===== config.mk =====
export PLATFORM = sky130hd
export DESIGN_NAME = pmdx_top
export DESIGN_NICKNAME = d
export VERILOG_FILES = /design/src/common/pmdx_pkg.sv /design/src/rtl/pmdx_top.sv /design/src/rtl/pmdx_man_tx.sv /design/src/rtl/pmdx_man_rx.sv
export VERILOG_INCLUDE_DIRS = /design/src /design/src/common
export SDC_FILE = /design/constraint.sdc
export NUM_CORES = 1
export LEC_CHECK = 0
export BUFFER_PORTS_ARGS = -buffer_cell sky130_fd_sc_hd__buf_4
export CAP_MARGIN = 20
export CORE_MARGIN = 5
export CORE_UTILIZATION = 45
export DETAILED_ROUTE_END_ITERATION = 8
export HOLD_SLACK_MARGIN = 0.08
export SYNTH_ARGS = -nofsm -noshare
export SYNTH_HDL_FRONTEND = slang
export SYNTH_SLANG_ARGS = --single-unit

===== constraint.sdc =====
create_clock -name sys_clk -period 2.65 [get_ports sys_clk]
set_input_delay 0.1325 -clock sys_clk [delete_from_list [all_inputs] [get_ports sys_clk]]
set_output_delay 0.1325 -clock sys_clk [all_outputs]
set_load 0.01 [all_outputs]

===== src/common/pmdx_params.svh =====
// Purpose: timing counts, field codes and reset values for the phy mii block
// Assumes: sys_clk at 100 MHz
// Notes: cycle counts are derived from a time in ns and the clock rate, except the decoder windows
`ifndef PMDX_PARAMS_SVH
`define PMDX_PARAMS_SVH

`define PMDX_CLK_MHZ 100
// nibble clock periods, 25 MHz and 2.5 MHz
`define PMDX_NIB100_NS 40
`define PMDX_NIB10_NS 400
`define PMDX_HALF100 ((`PMDX_NIB100_NS * `PMDX_CLK_MHZ) / 2000)
`define PMDX_HALF10 ((`PMDX_NIB10_NS * `PMDX_CLK_MHZ) / 2000)
// 10M half-bit time, 50 ns
`define PMDX_HALF_BIT_NS 50
`define PMDX_HALF_CYC ((`PMDX_HALF_BIT_NS * `PMDX_CLK_MHZ) / 1000)
// decoder windows in cycles: least gap for a mid-bit edge, idle timeout
`define PMDX_MID_MIN 7
`define PMDX_IDLE_CYC 15
// heartbeat after end of transmit: delay then window
`define PMDX_SQE_DLY_NS 1000
`define PMDX_SQE_LEN_NS 1000
`define PMDX_SQE_DLY ((`PMDX_SQE_DLY_NS * `PMDX_CLK_MHZ + 999) / 1000)
`define PMDX_SQE_END (`PMDX_SQE_DLY + (`PMDX_SQE_LEN_NS * `PMDX_CLK_MHZ) / 1000)
// dwell time on one pair assignment while hunting, 1 ms
`define PMDX_XOVER_NS 1000000
`define PMDX_XOVER_CYC ((`PMDX_XOVER_NS / 1000) * `PMDX_CLK_MHZ)
// management control code that turns crossover off
`define PMDX_XOVER_OFF 2'b01
`define PMDX_RST_VAL '0

`endif


===== src/common/pmdx_pkg.sv =====
// Purpose: shared types of the phy mii block
// Assumes: nothing beyond the params header
// Notes: seek state is code zero so an all-zero reset enables crossover
package pmdx_pkg;

typedef struct packed {
    logic [3:0] txd;
    logic en;
    logic er;
} pmdx_mii_tx_s;

typedef struct packed {
    logic [3:0] rxd;
    logic dv;
    logic er;
} pmdx_mii_rx_s;

typedef enum logic [1:0] {
    pmdx_xs_seek = 2'b00,
    pmdx_xs_off = 2'b01,
    pmdx_xs_lock = 2'b10
} pmdx_xs_e;

typedef struct packed {
    logic por;
    logic xen;
    pmdx_mii_tx_s mtx;
    logic lrx;
    logic lalt;
    logic pclk;
    pmdx_mii_rx_s prx;
} pmdx_pins_s;

typedef struct packed {
    logic [3:0] sh;
    logic [2:0] half;
    logic [3:0] cnt;
    logic busy;
    logic lvl;
} pmdx_mtx_s;

typedef struct packed {
    logic prev;
    logic [4:0] cnt;
    logic aligned;
    logic last;
    logic [3:0] sh;
    logic [1:0] bidx;
    logic [3:0] nib;
    logic vld;
} pmdx_mrx_s;

typedef struct packed {
    pmdx_pins_s s1;
    pmdx_pins_s s2;
    logic pclk_d;
    logic [4:0] div;
    logic mclk;
    pmdx_mii_rx_s hold;
    logic [3:0] r10;
    pmdx_mii_rx_s mrx;
    pmdx_mii_tx_s ptx;
    logic rxp_d;
    logic [4:0] act_cnt;
    logic line_act;
    logic tx_act;
    logic [7:0] sqe;
    logic crs;
    logic col;
    logic mii_oe;
    logic line_oe;
    logic ltp;
    logic ltn;
    logic lap;
    logic lan;
    pmdx_xs_e xs;
    logic [23:0] xcnt;
    logic swap;
    logic an_go;
} pmdx_top_s;

endpackage


===== src/rtl/pmdx_top.sv =====
// Purpose: phy side of a 10/100 mii with carrier, collision and crossover
// Assumes: speed, duplex, link and management bits come from sys_clk logic
// Notes: 100M line coding lives outside; pcs_* carry its nibbles
//
// Summary of operation
// - 10M full duplex: no transmit loopback into receive, no heartbeat test.
// - full duplex: carrier only from receive activity, collision held low.
// - half duplex: carrier while transmitting or receiving.
// - half duplex: collision when receive activity meets own transmission.
// - crossover enabled and no link: swap transmit and receive pairs.
// - crossover off by enable pin or management code; both ends obey.
// - crossover independent of negotiation and settles before it starts.
// - crossover comes up enabled after reset.
// - mii moves framed 4-bit nibbles each way at 10 or 100 Mbps.
// - device sources both transmit and receive clocks to the mac.
// - mac drives txd, tx_en, tx_er; device drives rxd, rx_dv, rx_er.
// - during power-on reset mii and line transmit outputs are isolated.
// - after reset the mii and line transmit outputs are driven.
// - 10M mode manchester-codes nibbles onto the line and back.
`timescale 1ns/1ps
`default_nettype none
`include "pmdx_params.svh"

module pmdx_top
    import pmdx_pkg::*;
#(
    parameter int XOVER_CYC = `PMDX_XOVER_CYC,
    parameter int SQE_DLY = `PMDX_SQE_DLY,
    parameter int SQE_END = `PMDX_SQE_END
) (
    input wire logic sys_clk,
    input wire logic sys_rst,
    input wire logic por_busy,
    input wire logic speed_100,
    input wire logic full_duplex,
    input wire logic link_up,
    input wire logic [1:0] mgmt_xover_ctl,
    input wire logic crossover_enable_pin,
    input wire pmdx_mii_tx_s mii_tx,
    output logic mii_tx_clk,
    output logic mii_rx_clk,
    output pmdx_mii_rx_s mii_rx,
    output logic mii_crs,
    output logic mii_col,
    output logic mii_oe,
    input wire logic line_rx_in,
    input wire logic line_alt_in,
    output logic line_tx_pos,
    output logic line_tx_neg,
    output logic line_alt_pos,
    output logic line_alt_neg,
    output logic line_oe,
    input wire logic pcs_rx_clk,
    input wire pmdx_mii_rx_s pcs_rx,
    output pmdx_mii_tx_s pcs_tx,
    output logic mdix_swap,
    output logic an_go
);

pmdx_top_s q;
pmdx_top_s d;
pmdx_pins_s pins;

logic [4:0] half_c;
logic tick;
logic fall;
logic hd10;
logic rx_pair;
logic dec_in;
logic tx_load;
logic tx_bit;
logic tx_busy;
logic rx_act;
logic xen;
logic iso;
logic [3:0] dec_nib;
logic dec_vld;
logic dec_act;

// every pin from outside the clock domain, first sync stage
assign pins.por = por_busy;
assign pins.xen = crossover_enable_pin;
assign pins.mtx = mii_tx;
assign pins.lrx = line_rx_in;
assign pins.lalt = line_alt_in;
assign pins.pclk = pcs_rx_clk;
assign pins.prx = pcs_rx;

// one divider makes both mii clocks, so tx and rx stay in phase
assign half_c = speed_100 ? 5'(`PMDX_HALF100) : 5'(`PMDX_HALF10);
assign tick = (q.div >= half_c - 5'h1);
assign fall = tick & q.mclk;

assign hd10 = !full_duplex && !speed_100;
assign rx_pair = q.swap ? q.s2.lalt : q.s2.lrx;
// half duplex 10M echoes own frame into the decoder, full duplex does not
assign dec_in = (hd10 && tx_busy) ? tx_bit : rx_pair;
// sampled mid-period, well away from the mac's launch edge
assign tx_load = fall && !speed_100 && q.s2.mtx.en;
assign rx_act = speed_100 ? q.hold.dv : q.line_act;
assign xen = q.s2.xen && (mgmt_xover_ctl != `PMDX_XOVER_OFF);
assign iso = q.s2.por;

pmdx_man_tx u_mtx (
    .sys_clk(sys_clk),
    .sys_rst(sys_rst),
    .load(tx_load),
    .nib(q.s2.mtx.txd),
    .bit_q(tx_bit),
    .busy_q(tx_busy)
);

pmdx_man_rx u_mrx (
    .sys_clk(sys_clk),
    .sys_rst(sys_rst),
    .din(dec_in),
    .nib_q(dec_nib),
    .vld_q(dec_vld),
    .act_q(dec_act)
);

always_comb begin
    d = q;
    d.s1 = pins;
    d.s2 = q.s1;
    d.pclk_d = q.s2.pclk;

    // nibble clock generation
    if (tick) begin
        d.div = 5'h0;
        d.mclk = ~q.mclk;
    end else begin
        d.div = q.div + 5'h1;
    end

    // 100M receive nibbles are caught on the pcs clock's rising edge
    if (q.s2.pclk && !q.pclk_d) begin
        d.hold = q.s2.prx;
    end
    if (dec_vld) begin
        d.r10 = dec_nib;
    end

    // line activity on the real receive pair, never the echo
    // counts down so the all-zero reset reads as a quiet line
    d.rxp_d = rx_pair;
    if (rx_pair != q.rxp_d) begin
        d.act_cnt = 5'(`PMDX_IDLE_CYC);
    end else if (q.act_cnt != 5'h00) begin
        d.act_cnt = q.act_cnt - 5'h01;
    end
    d.line_act = (q.act_cnt != 5'h00);

    // heartbeat window counter
    if (q.sqe != 8'h00) begin
        d.sqe = (q.sqe == 8'(SQE_END)) ? 8'h00 : q.sqe + 8'h01;
    end

    // mii transfers: rx changes on the falling edge, mac samples on rising
    if (fall) begin
        d.tx_act = q.s2.mtx.en;
        if (speed_100 && q.s2.mtx.en) begin
            d.ptx = q.s2.mtx;
        end else begin
            d.ptx = '0;
        end
        if (speed_100) begin
            d.mrx = q.hold;
        end else begin
            // a nibble finished this cycle is not yet
            d.mrx.rxd = dec_vld ? dec_nib : q.r10;
            d.mrx.dv = dec_act;
            d.mrx.er = 1'b0;
        end
        // heartbeat only after a half duplex 10M transmission
        if (hd10 && q.tx_act && !q.s2.mtx.en) begin
            d.sqe = 8'h01;
        end
    end

    // carrier and collision from the resolved duplex
    if (full_duplex) begin
        d.crs = rx_act;
        d.col = 1'b0;
    end else begin
        d.crs = rx_act | q.tx_act;
        d.col = (q.tx_act && rx_act) || (q.sqe > 8'(SQE_DLY));
    end

    // 10M line drive, onto whichever pair the crossover chose
    d.ltp = !q.swap && tx_busy && tx_bit;
    d.ltn = !q.swap && tx_busy && !tx_bit;
    d.lap = q.swap && tx_busy && tx_bit;
    d.lan = q.swap && tx_busy && !tx_bit;

    // hot insertion: hold the mii and line outputs off while power-on reset runs
    d.mii_oe = !iso;
    d.line_oe = !iso;
    if (iso) begin
        d.mrx = '0;
        d.crs = 1'b0;
        d.col = 1'b0;
    end

    // crossover hunt, runs with no regard to negotiation state
    unique case (q.xs)
        pmdx_xs_seek: begin
            d.an_go = 1'b0;
            if (!xen) begin
                d.xs = pmdx_xs_off;
                d.swap = 1'b0;
            end else if (link_up || q.line_act) begin
                d.xs = pmdx_xs_lock;
                d.xcnt = 24'h000000;
            end else if (q.xcnt == 24'(XOVER_CYC - 1)) begin
                d.xcnt = 24'h000000;
                d.swap = ~q.swap;
            end else begin
                d.xcnt = q.xcnt + 24'h000001;
            end
        end
        pmdx_xs_lock: begin
            d.an_go = 1'b1;
            if (!xen) begin
                d.xs = pmdx_xs_off;
                d.swap = 1'b0;
            end else if (link_up || q.line_act) begin
                d.xcnt = 24'h000000;
            end else if (q.xcnt == 24'(XOVER_CYC - 1)) begin
                // a whole dwell with no link and no energy: hunt again
                d.xs = pmdx_xs_seek;
                d.xcnt = 24'h000000;
            end else begin
                d.xcnt = q.xcnt + 24'h000001;
            end
        end
        pmdx_xs_off: begin
            d.an_go = 1'b1;
            d.swap = 1'b0;
            d.xcnt = 24'h000000;
            if (xen) begin
                d.xs = pmdx_xs_seek;
                d.an_go = 1'b0;
            end
        end
        default: begin
            d.xs = pmdx_xs_seek;
        end
    endcase
end

// zero reset puts the hunt in seek, so crossover starts enabled
always_ff @(posedge sys_clk) begin
    if (sys_rst) begin
        q <= `PMDX_RST_VAL;
    end else begin
        q <= d;
    end
end

assign mii_tx_clk = q.mclk;
assign mii_rx_clk = q.mclk;
assign mii_rx = q.mrx;
assign mii_crs = q.crs;
assign mii_col = q.col;
assign mii_oe = q.mii_oe;
assign line_tx_pos = q.ltp;
assign line_tx_neg = q.ltn;
assign line_alt_pos = q.lap;
assign line_alt_neg = q.lan;
assign line_oe = q.line_oe;
assign pcs_tx = q.ptx;
assign mdix_swap = q.swap;
assign an_go = q.an_go;

endmodule // pmdx_top
`default_nettype wire


===== src/rtl/pmdx_man_tx.sv =====
// Purpose: 10M nibble serialiser with manchester coding
// Assumes: load arrives once per nibble period, 8 half-bits long
// Notes: lsb first; line idles low once the shifter runs dry
`timescale 1ns/1ps
`default_nettype none
`include "pmdx_params.svh"

module pmdx_man_tx
    import pmdx_pkg::*;
#(
    parameter int HALF = `PMDX_HALF_CYC
) (
    input wire logic sys_clk,
    input wire logic sys_rst,
    input wire logic load,
    input wire logic [3:0] nib,
    output logic bit_q,
    output logic busy_q
);

pmdx_mtx_s q;
pmdx_mtx_s d;

always_comb begin
    d = q;
    if (load) begin
        d.sh = nib;
        d.half = 3'h0;
        d.cnt = 4'h0;
        d.busy = 1'b1;
        d.lvl = ~nib[0];
    end else if (q.busy) begin
        d.cnt = q.cnt + 4'h1;
        if (q.cnt == 4'(HALF - 1)) begin
            d.cnt = 4'h0;
            d.half = q.half + 3'h1;
            if (!q.half[0]) begin
                d.lvl = q.sh[0];
            end else begin
                d.sh = {1'b0, q.sh[3:1]};
                d.lvl = ~q.sh[1];
                if (q.half == 3'h7) begin
                    d.busy = 1'b0;
                    d.lvl = 1'b0;
                end
            end
        end
    end
end

always_ff @(posedge sys_clk) begin
    if (sys_rst) begin
        q <= `PMDX_RST_VAL;
    end else begin
        q <= d;
    end
end

assign bit_q = q.lvl;
assign busy_q = q.busy;

endmodule // pmdx_man_tx
`default_nettype wire


===== src/rtl/pmdx_man_rx.sv =====
// Purpose: 10M manchester decoder and nibble deserialiser
// Assumes: din is already synchronised to sys_clk
// Notes: hunts for the two ones that close the preamble before framing
`timescale 1ns/1ps
`default_nettype none
`include "pmdx_params.svh"

module pmdx_man_rx
    import pmdx_pkg::*;
#(
    parameter int MID = `PMDX_MID_MIN,
    parameter int IDLE = `PMDX_IDLE_CYC
) (
    input wire logic sys_clk,
    input wire logic sys_rst,
    input wire logic din,
    output logic [3:0] nib_q,
    output logic vld_q,
    output logic act_q
);

pmdx_mrx_s q;
pmdx_mrx_s d;

always_comb begin
    d = q;
    d.vld = 1'b0;
    d.prev = din;
    if (q.cnt != 5'(IDLE)) begin
        d.cnt = q.cnt + 5'h1;
    end
    // edges nearer than MID are bit-boundary edges and carry no data
    if ((din ^ q.prev) && q.cnt >= 5'(MID)) begin
        d.cnt = 5'h0;
        if (!q.aligned) begin
            // once framed, last marks that a first nibble is out
            d.last = din & !(q.last & din);
            d.aligned = q.last & din;
            d.bidx = 2'h0;
        end else begin
            d.sh = {din, q.sh[3:1]};
            d.bidx = q.bidx + 2'h1;
            if (q.bidx == 2'h3) begin
                d.nib = {din, q.sh[3:1]};
                d.vld = 1'b1;
                d.last = 1'b1;
            end
        end
    end else if (q.cnt == 5'(IDLE)) begin
        d.aligned = 1'b0;
        d.last = 1'b0;
    end
end

always_ff @(posedge sys_clk) begin
    if (sys_rst) begin
        q <= `PMDX_RST_VAL;
    end else begin
        q <= d;
    end
end

assign nib_q = q.nib;
assign vld_q = q.vld;
// valid rises with the first data nibble, never on a stale one
assign act_q = q.aligned & q.last;

endmodule // pmdx_man_rx
`default_nettype wire


# Word-level counts from Yosys, hierarchy flattened
# Index checks and enable logic that the tools add are counted.
# Widths: inputs -> output; s select.
dict set report op_classes {
  n_addsub 9
  order_cmp 3
  eq_ne 19
  mux 44
  n_bitwise 12
  reduce_logical 51
}
# op count
set op_table {}
lappend op_table {{$pmux 26 s3} 1}
lappend op_table {{$mux 24} 3}
lappend op_table {{$mux 13} 3}
lappend op_table {{$mux 8} 4}
lappend op_table {{$add 24x1->24 const B} 1}
lappend op_table {{$eq 24x17->1 const B} 1}
lappend op_table {{$mux 2} 11}
lappend op_table {{$ne 3x3->1 const B} 6}
lappend op_table {{$logic_and 1x1->1} 17}
lappend op_table {{$mux 4} 4}
lappend op_table {{$mux 1} 14}
lappend op_table {{$mux 6} 2}
lappend op_table {{$add 5x1->5 const B} 2}
lappend op_table {{$reduce_bool 2->1} 5}
lappend op_table {{$reduce_or 2->1} 5}
lappend op_table {{$sub 5x1->5 const B} 2}
lappend op_table {{$add 8x1->8 const B} 1}
lappend op_table {{$eq 8x8->1 const B} 1}
lappend op_table {{$gt 8x7->1 const B} 1}
lappend op_table {{$logic_not 1->1} 8}
lappend op_table {{$reduce_and 2->1} 4}
lappend op_table {{$reduce_and 4->1} 2}
lappend op_table {{$reduce_bool 8->1} 1}
lappend op_table {{$not 1->1} 6}
lappend op_table {{25 further kinds} 33}
dict set report word_totals {
  reg_bits 146
  inputBits 24
  elab_cells 203
}

# Depth between registers and ports, before layout
# Gate-level depths: netlist of the first run.
dict set report depth {
  depth_word 9
  ltp_mapped 8
  mapped_depth_nobuf 7
}

# Cells and area by module
# Synthesis of the first run repeated with hierarchy kept, for this count alone.
dict set report unflattened {
  cells_unflattened 707
  hier_area_um2 6338.6
}
# mod instances cells_per_inst area_per_inst_um2
set by_module_without_submodules {}
lappend by_module_without_submodules {pmdx_top 1 549 4869.7}
lappend by_module_without_submodules {pmdx_man_rx 1 86 813.3}
lappend by_module_without_submodules {pmdx_man_tx 1 72 655.6}

# Least setup slack after synthesis of the first run
# Ideal clock, no wire load.
dict set report synth_path {
  kind {register to register}
  startpoint {register q[9] in the netlist's numbering}
  endpoint {register q[14] in the netlist's numbering}
  arrival_ns 2.030
  required_time_ns 2.518
  setup_slack_ns 0.488
  stages_incl_launch_ff 9
  path_buffers 3
  synth_period_minus_slack_ns 2.162
  path_cell_list {dfxtp_1 > buf_2 > nand4b_1 > or4_1 > or4b_1 > buf_2 > buf_2 > a221oi_1 > nor3_1}
}
dict set report synth_via {
  elab_chain_cells 5
  elab_cells_between_ends 6
}
# element line
set synth_lines {}
lappend synth_lines {{start, declared} pmdx_top.sv:60} ;# pmdx_top_s q;
lappend synth_lines {{start signal, assigned} pmdx_top.sv:255} ;# q <= `PMDX_RST_VAL;
lappend synth_lines {{$add 24x1->24 or $eq 24x17->1 (tied branches)} --}
lappend synth_lines {{$mux 24 (*)} {pmdx_top.sv:215, pmdx_top.sv:229}}
lappend synth_lines {{$mux 24 (*)} pmdx_top.sv:212} ;# end else if (link_up || q.line_act) begin
lappend synth_lines {{$mux 24 (*)} pmdx_top.sv:209} ;# if (!xen) begin
lappend synth_lines {{$pmux 26 s3 (*)} pmdx_top.sv:206} ;# unique case (q.xs)
# Mark *: on every way between the ends. The rest lies on a longest branch, timed or not.
# A chain may end at the register's enable or synchronous reset.

# Worst setup path after layout of the first run
# Ends and elaborated chain as after synthesis.

==> flow_summary_export.csv, run 1 <==
group,metric,value,unit
global_routing,antenna_found_initial,0,
critical_path,critPathLaunchType,"flop",
timing,post-route-period-util,87.7,%
global_routing,grt_pass1_wl,23.0,mm
power,power.leakage,2.80,nW
clock_network,cts_resized,0,
outcome,status,"finished clean",
floorplan,ios,48,
clock_network,htreeDepth,4,
synth,netlist_area,6310,µm²
route,drc,0,
critical_path,crit_type,"flop to flop",
synth,ys.flop_type,"dfxtp_1",
critical_path,path_buf_inv,1,
timing,finalSetupTns,0,ns
critical_path,end_kind,"flop",
final_layout,regArea,2900,µm²
floorplan,row_count,43,
worst_hold_path,holdCritStartpoint,"speed_100",
final_layout,insertedDiodeCount,0,
global_routing,grt-ovfl-total,0,
timing,hold_viol,0,
clock_network,cts-buffers-inserted,17,
run,max_cap_violations,0,
synth,synth_edf_count,0,
placement,post_dp_cell_area,6760,µm²
floorplan,die_y,128,µm
global_routing,track_usage,17.1,%
synth,synth.distinct_cells,59,
critical_path,crit_arrival,2.63,ns
route,post_drt_wl_per_cell,14.4,µm
timing,worst_pin_slew,0.817,ns
placement,io_buffers,47,
timing,fin_worst_skew,0.0130,ns
timing,finalWorstSetupSlack,0.326,ns
synth,ys_top_cells_by_area,"dfxtp_1 (46%), nor2b_1 (4.3%), a21oi_1 (4.2%)",
clock_network,cts_tree,"done",
final_layout,fin_area,7510,µm²
route,drt_iter0_markers,423,
synth,seq_area_frac_synth,46.0,%
critical_path,startpoint,"q[9]",
critical_path,crit_path_cell_trace,"nand4b_1, or4_1, or4b_1, buf_4, a221oi_1, nor3_1",
global_routing,grt_pass1_vias,4807,
placement,dp_hpwl,9.29,mm
final_layout,fin_nets,807,
synth,ys_async_sr_fraction,0,%
synth,ys_ff_latch,145,
power,ir_drop,402,µV
floorplan,die_w,128,µm
route,vias_per_cell,5.47,
final_layout,drive_gt1_share,13.9,%
critical_path,cp_slowest_cell,"or4b_1",
clock_network,path_clk_slew,0.07,ns
floorplan,start_util,45.7,%
clock_network,cts_buffer_depth,2,
timing,holdWs,0.136,ns
route,num_vias,5239,
critical_path,worst-path-max-fanout,15,
timing,max_freq,430,MHz
synth,synth_nets,761,
final_layout,nFillCells,1229,
critical_path,worstPathRequired,2.95,ns
floorplan,die-area,16500,µm²
clock_network,cts.sinks,145,
synth,syn_inst,719,
clock_network,root_buffer,"clkbuf_16",
synth,avgSynthCellArea,8.78,µm²
clock_network,hold_buffers,18,
critical_path,regToRegStartpoint,"q[9]",
global_routing,grt_max_degree,81,
clock_network,clock_latency,0.42,ns
worst_hold_path,min_path_type,"input port to flop",
placement,globalplace.congestion,0.842,
route,ant_nets,0,
timing,maxSlewHeadroom,45.6,%
final_layout,multi_input_area,3060,µm²
route,drtPass1Iterations,5,
floorplan,core-area,13800,µm²
critical_path,crit_family,"simple AND/OR/NAND/NOR gates",
synth,synth_warnings,0,
timing,rsz0062_at_grt,"no",
critical_path,cpPeakStageDelay,0.59,ns
synth,synth_area_leader_cell,"dfxtp_1",
clock_network,cts_setup_buffers,0,
timing,finalSetupViolCount,0,
route,drt_wl_total,13.8,mm
power,p_total,5.20,mW
placement,dp_slack,0.345,ns
timing,report.final.slew_viol_count,0,
final_layout,synthToLayoutAreaGrowth,18.9,%
synth,synth_top_area_share,46.0,%
timing,fin_crit,2.32,ns
power,power_density,692,nW/µm²
==> metrics by stage <==
step           utilization (%)  cells
5_1_grt                   54.3    958
6_report                  54.3    958
3_5_place_dp              48.9    908
4_1_cts                   54.3    958
2_1_floorplan                -    719
3_3_place_gp              48.9    908
==> flip-flops by register name, indices dropped and copies added, names as in the netlist, 4 cells and up <==
signal       flops
u_mrx.nib_q      4
u_mrx.q         13
pcs_tx           6
d               18
mii_rx           6
q               73
u_mtx.q         11
==> worst register-to-register path: cells and delay by family, from the launching register on <==
family | cells | cell delay (ns)
simple gates | 4 | 1.25
buf+inv | 1 | 0.23
flops | 1 | 0.46
compound gates | 1 | 0.27
==> path summary, 6_finish.rpt <==
check	slack [ns]	cells past startpoint	endpoint
max	0.33	6	q[14]
min	0.14	3	pcs_tx[1]
max reg2reg	0.33	6	q[14]
min reg2reg	0.43	1	q[82]
==> cell families (layout without fill, tap and decap cells) <==
kind of cell	after synthesis	in the layout	synth area share (%)
AND/OR/NAND/NOR	296	296	24.3
flip-flops	145	145	46.0
AO/OA/AOI/OAI	142	142	14.3
buffers and inverters	77	136	5.49
multiplexers	26	26	4.24
adder cells (fa/ha/maj)	18	18	3.57
XOR/XNOR	15	15	2.08
==> synthesized netlist by cell type (6+ instances only) <==
cell type / count
a211oi_1: 17
a21oi_1: 53
a311oi_1: 9
a31oi_1: 16
a41oi_1: 8
and3_1: 11
buf_4: 14
clkbuf_1: 36
dfxtp_1: 145
ha_1: 18
inv_1: 20
mux2i_1: 22
nand2_1: 59
nand3_1: 46
nand4_1: 18
nor2_1: 59
nor2b_1: 43
nor3_1: 15
o21ai_0: 19
xnor2_1: 6
xor2_1: 9
==> power by group <==
part | switching [mW] | leakage, nW | internal (mW) | total [mW]
logic | 0.318 | 1.36 | 0.256 | 0.575
clock network | 0.931 | 0.260 | 1.35 | 2.28
registers | 0.0706 | 1.18 | 2.27 | 2.34
==> cell usage in the layout (no fill, tap or decap), drive strengths merged, types with 4 or more instances in the layout <==
| cell type | netlist | layout |
|---|---|---|
| dfxtp | 145 | 145 |
| buf | 21 | 66 |
| nor2 | 59 | 59 |
| nand2 | 59 | 59 |
| a21oi | 53 | 53 |
| nand3 | 46 | 46 |
| nor2b | 43 | 43 |
| mux2i | 23 | 23 |
| inv | 20 | 22 |
| clkbuf | 36 | 22 |
| o21ai | 19 | 19 |
| nand4 | 18 | 18 |
| ha | 18 | 18 |
| dlygate4sd3 | 0 | 18 |
| a211oi | 17 | 17 |
| a31oi | 16 | 16 |
| nor3 | 15 | 15 |
| and3 | 11 | 11 |
| xor2 | 9 | 9 |
| a311oi | 9 | 9 |
| a41oi | 8 | 8 |
| xnor2 | 6 | 6 |
| or2 | 6 | 6 |
| nand2b | 5 | 5 |
| clkinvlp | 0 | 5 |
| nor4 | 5 | 5 |
| nand3b | 4 | 4 |
| and4 | 4 | 4 |
| and2 | 4 | 4 |
==> layout make-up <==
cell class / instances / area share (%)
repair buffers: 84 / 9.00
flip-flops and latches: 145 / 38.7
clock inverters: 10 / 1.37
inverters: 20 / 1.00
well taps: 180 / 3.00
clock buffers: 22 / 6.18
multi-input cells: 497 / 40.8
==> routing by layer <==
| metal | vias up | global-route usage, % | wire length (µm) |
|---|---|---|---|
| met5 | - | 0 | 0 |
| met2 | 117 | 25.9 | 6240 |
| met4 | 0 | 5.12 | 135 |
| li1 | 2638 | - | - |
| met1 | 2470 | 24.0 | 6810 |
| met3 | 14 | 4.44 | 608 |
Power figures use the tool's default switching activity.
==> inputs of run 2 (changes only) <==
--- a/config.mk
+++ b/config.mk
@@ -6,7 +6,7 @@
 export SDC_FILE = /design/constraint.sdc
 export NUM_CORES = 1
 export LEC_CHECK = 0
-export BUFFER_PORTS_ARGS = -buffer_cell sky130_fd_sc_hd__buf_4
+export BUFFER_PORTS_ARGS = -buffer_cell sky130_fd_sc_hd__buf_2
 export CAP_MARGIN = 20
 export CORE_MARGIN = 5
 export CORE_UTILIZATION = 45
==> constraint.sdc (replaced) <==
create_clock -name sys_clk -period 2.8 [get_ports sys_clk]
set_input_delay 0.14 -clock sys_clk [delete_from_list [all_inputs] [get_ports sys_clk]]
set_output_delay 0.14 -clock sys_clk [all_outputs]
set_load 0.01 [all_outputs]
==> run 2 against run 1 <==
  * Clock skew shrank 0.0042 ns
  * Setup slack got worse by 0.051 ns
  * Highest routed layer unchanged
  * Critical path depth unchanged
  * Sequential power shrank 5%
  * Core utilization down 0.64 points
  * Largest power group is now clock
  * Sequential share of layout area rose by 0.46 points
==> flow_summary_export.csv, run 2 (synthesis results as in run 1) <==
group,metric,value,unit
final_layout,largest_reg_flops,73,
clock_network,path_clk_slew,0.06,ns
run,max_cap_violations,0,
placement,globalplace.congestion,0.832,
global_routing,antenna_found_initial,0,
final_layout,drive_gt1_share,14.0,%
critical_path,worst-path-max-fanout,19,
route,num_vias,5269,
floorplan,ios,48,
timing,max_freq,396,MHz
global_routing,grt_pass1_vias,4859,
critical_path,regToRegStartpoint,"q[9]",
floorplan,die-area,16500,µm²
floorplan,start_util,45.7,%
final_layout,final_cell_mix,"dfxtp_1 (145), nor2_1 (59), nand2_1 (59), a21oi_1 (53)",
clock_network,cts_resized,0,
final_layout,insertedDiodeCount,0,
worst_hold_path,holdCritStartpoint,"link_up",
route,drtPass1Iterations,4,
critical_path,critPathLaunchType,"flop",
final_layout,final_common_cell,"dfxtp_1",
timing,worst_pin_slew,0.875,ns
clock_network,htreeDepth,4,
power,ir_drop,421,µV
critical_path,worstPathRequired,3.09,ns
floorplan,die_w,128,µm
final_layout,synthToLayoutAreaGrowth,17.5,%
timing,rsz0062_at_grt,"no",
placement,dp_hpwl,9.15,mm
timing,fin_crit,2.53,ns
route,post_drt_wl_per_cell,14.2,µm
clock_network,root_buffer,"clkbuf_16",
route,drt_wl_total,13.6,mm
timing,finalSetupViolCount,0,
critical_path,crit_arrival,2.82,ns
critical_path,end_kind,"flop",
clock_network,clock_latency,0.42,ns
outcome,status,"finished clean",
route,drc,0,
final_layout,fin_area,7420,µm²
critical_path,startpoint,"q[9]",
final_layout,regArea,2900,µm²
clock_network,cts_buffer_depth,2,
route,ant_nets,0,
placement,post_dp_cell_area,6650,µm²
final_layout,fin_nets,805,
floorplan,core-area,13800,µm²
floorplan,die_y,128,µm
timing,fin_worst_skew,0.00877,ns
final_layout,top_register,"q",
floorplan,row_count,43,
timing,report.final.slew_viol_count,0,
final_layout,nFillCells,1258,
clock_network,cts_tree,"done",
timing,maxSlewHeadroom,41.7,%
global_routing,grt_max_degree,90,
route,drt_iter0_markers,363,
global_routing,track_usage,17.0,%
power,power.leakage,2.79,nW
placement,io_buffers,47,
global_routing,grt-ovfl-total,0,
final_layout,multi_input_area,3060,µm²
timing,post-route-period-util,90.2,%
clock_network,cts-buffers-inserted,17,
power,power_density,672,nW/µm²
timing,hold_viol,0,
worst_hold_path,min_path_type,"input port to flop",
global_routing,grt_pass1_wl,23.0,mm
timing,finalSetupTns,0,ns
clock_network,cts_setup_buffers,0,
critical_path,crit_type,"flop to flop",
clock_network,cts.sinks,145,
route,vias_per_cell,5.51,
run 2: power by group:
group | leakage [nW] | switching [mW] | internal, mW | total, mW
Sequential | 1.18 | 0.0697 | 2.15 | 2.22
Clock | 0.280 | 0.893 | 1.35 | 2.24
Combinational | 1.33 | 0.296 | 0.232 | 0.528
run 2: worst max-delay path, cell delays in order, from the launching register on:
cell,delay [ns]
dfxtp_1,0.47
nand4b_1,0.14
or4_1,0.42
or4b_1,0.78
buf_4,0.32
or4bb_1,0.20
a31oi_1,0.08
run 2: path summary, 6_finish.rpt:
kind / endpoint / slack [ns] / cells past startpoint
max: q[10] / 0.27 / 6
min: mdix_swap / 0.24 / 4
max reg2reg: q[10] / 0.27 / 6
min reg2reg: q[89] / 0.43 / 1
run 2: what timing repair did:
action                                  in CTS  in global routing
endpoints found under the hold margin       18                  0
hold buffers                                18                  0
endpoints found under the setup margin       0                  0
run 2: stage by stage:
step,cells,power [mW],setup slack [ns],hold WS (ns),utilization (%)
2_1_floorplan,719,2.63,0.638,0.218,-
3_3_place_gp,906,2.75,0.378,0.352,48.1
3_5_place_dp,906,2.77,0.285,0.354,48.1
4_1_cts,956,5.04,0.270,0.226,53.7
5_1_grt,956,5.23,0.116,0.275,53.7
6_report,956,4.98,0.275,0.244,53.7
run 2: metal layers:
metal	share of wire [%]	GRT usage, %	vias to the layer above	wire, µm
li1	-	-	2646	-
met1	49	23.8	2477	6660
met2	45	25.8	130	6180
met3	4.5	4.52	16	618
met4	1.1	5.49	0	143
met5	0	0	-	0
run 2: layout make-up:
type / count / area share (%)
well taps: 180 / 3.03
flip-flops and latches: 145 / 39.1
clock inverters: 14 / 2.11
repair buffers: 82 / 7.52
multi-input cells: 497 / 41.3
inverters: 20 / 1.01
clock buffers: 18 / 5.92
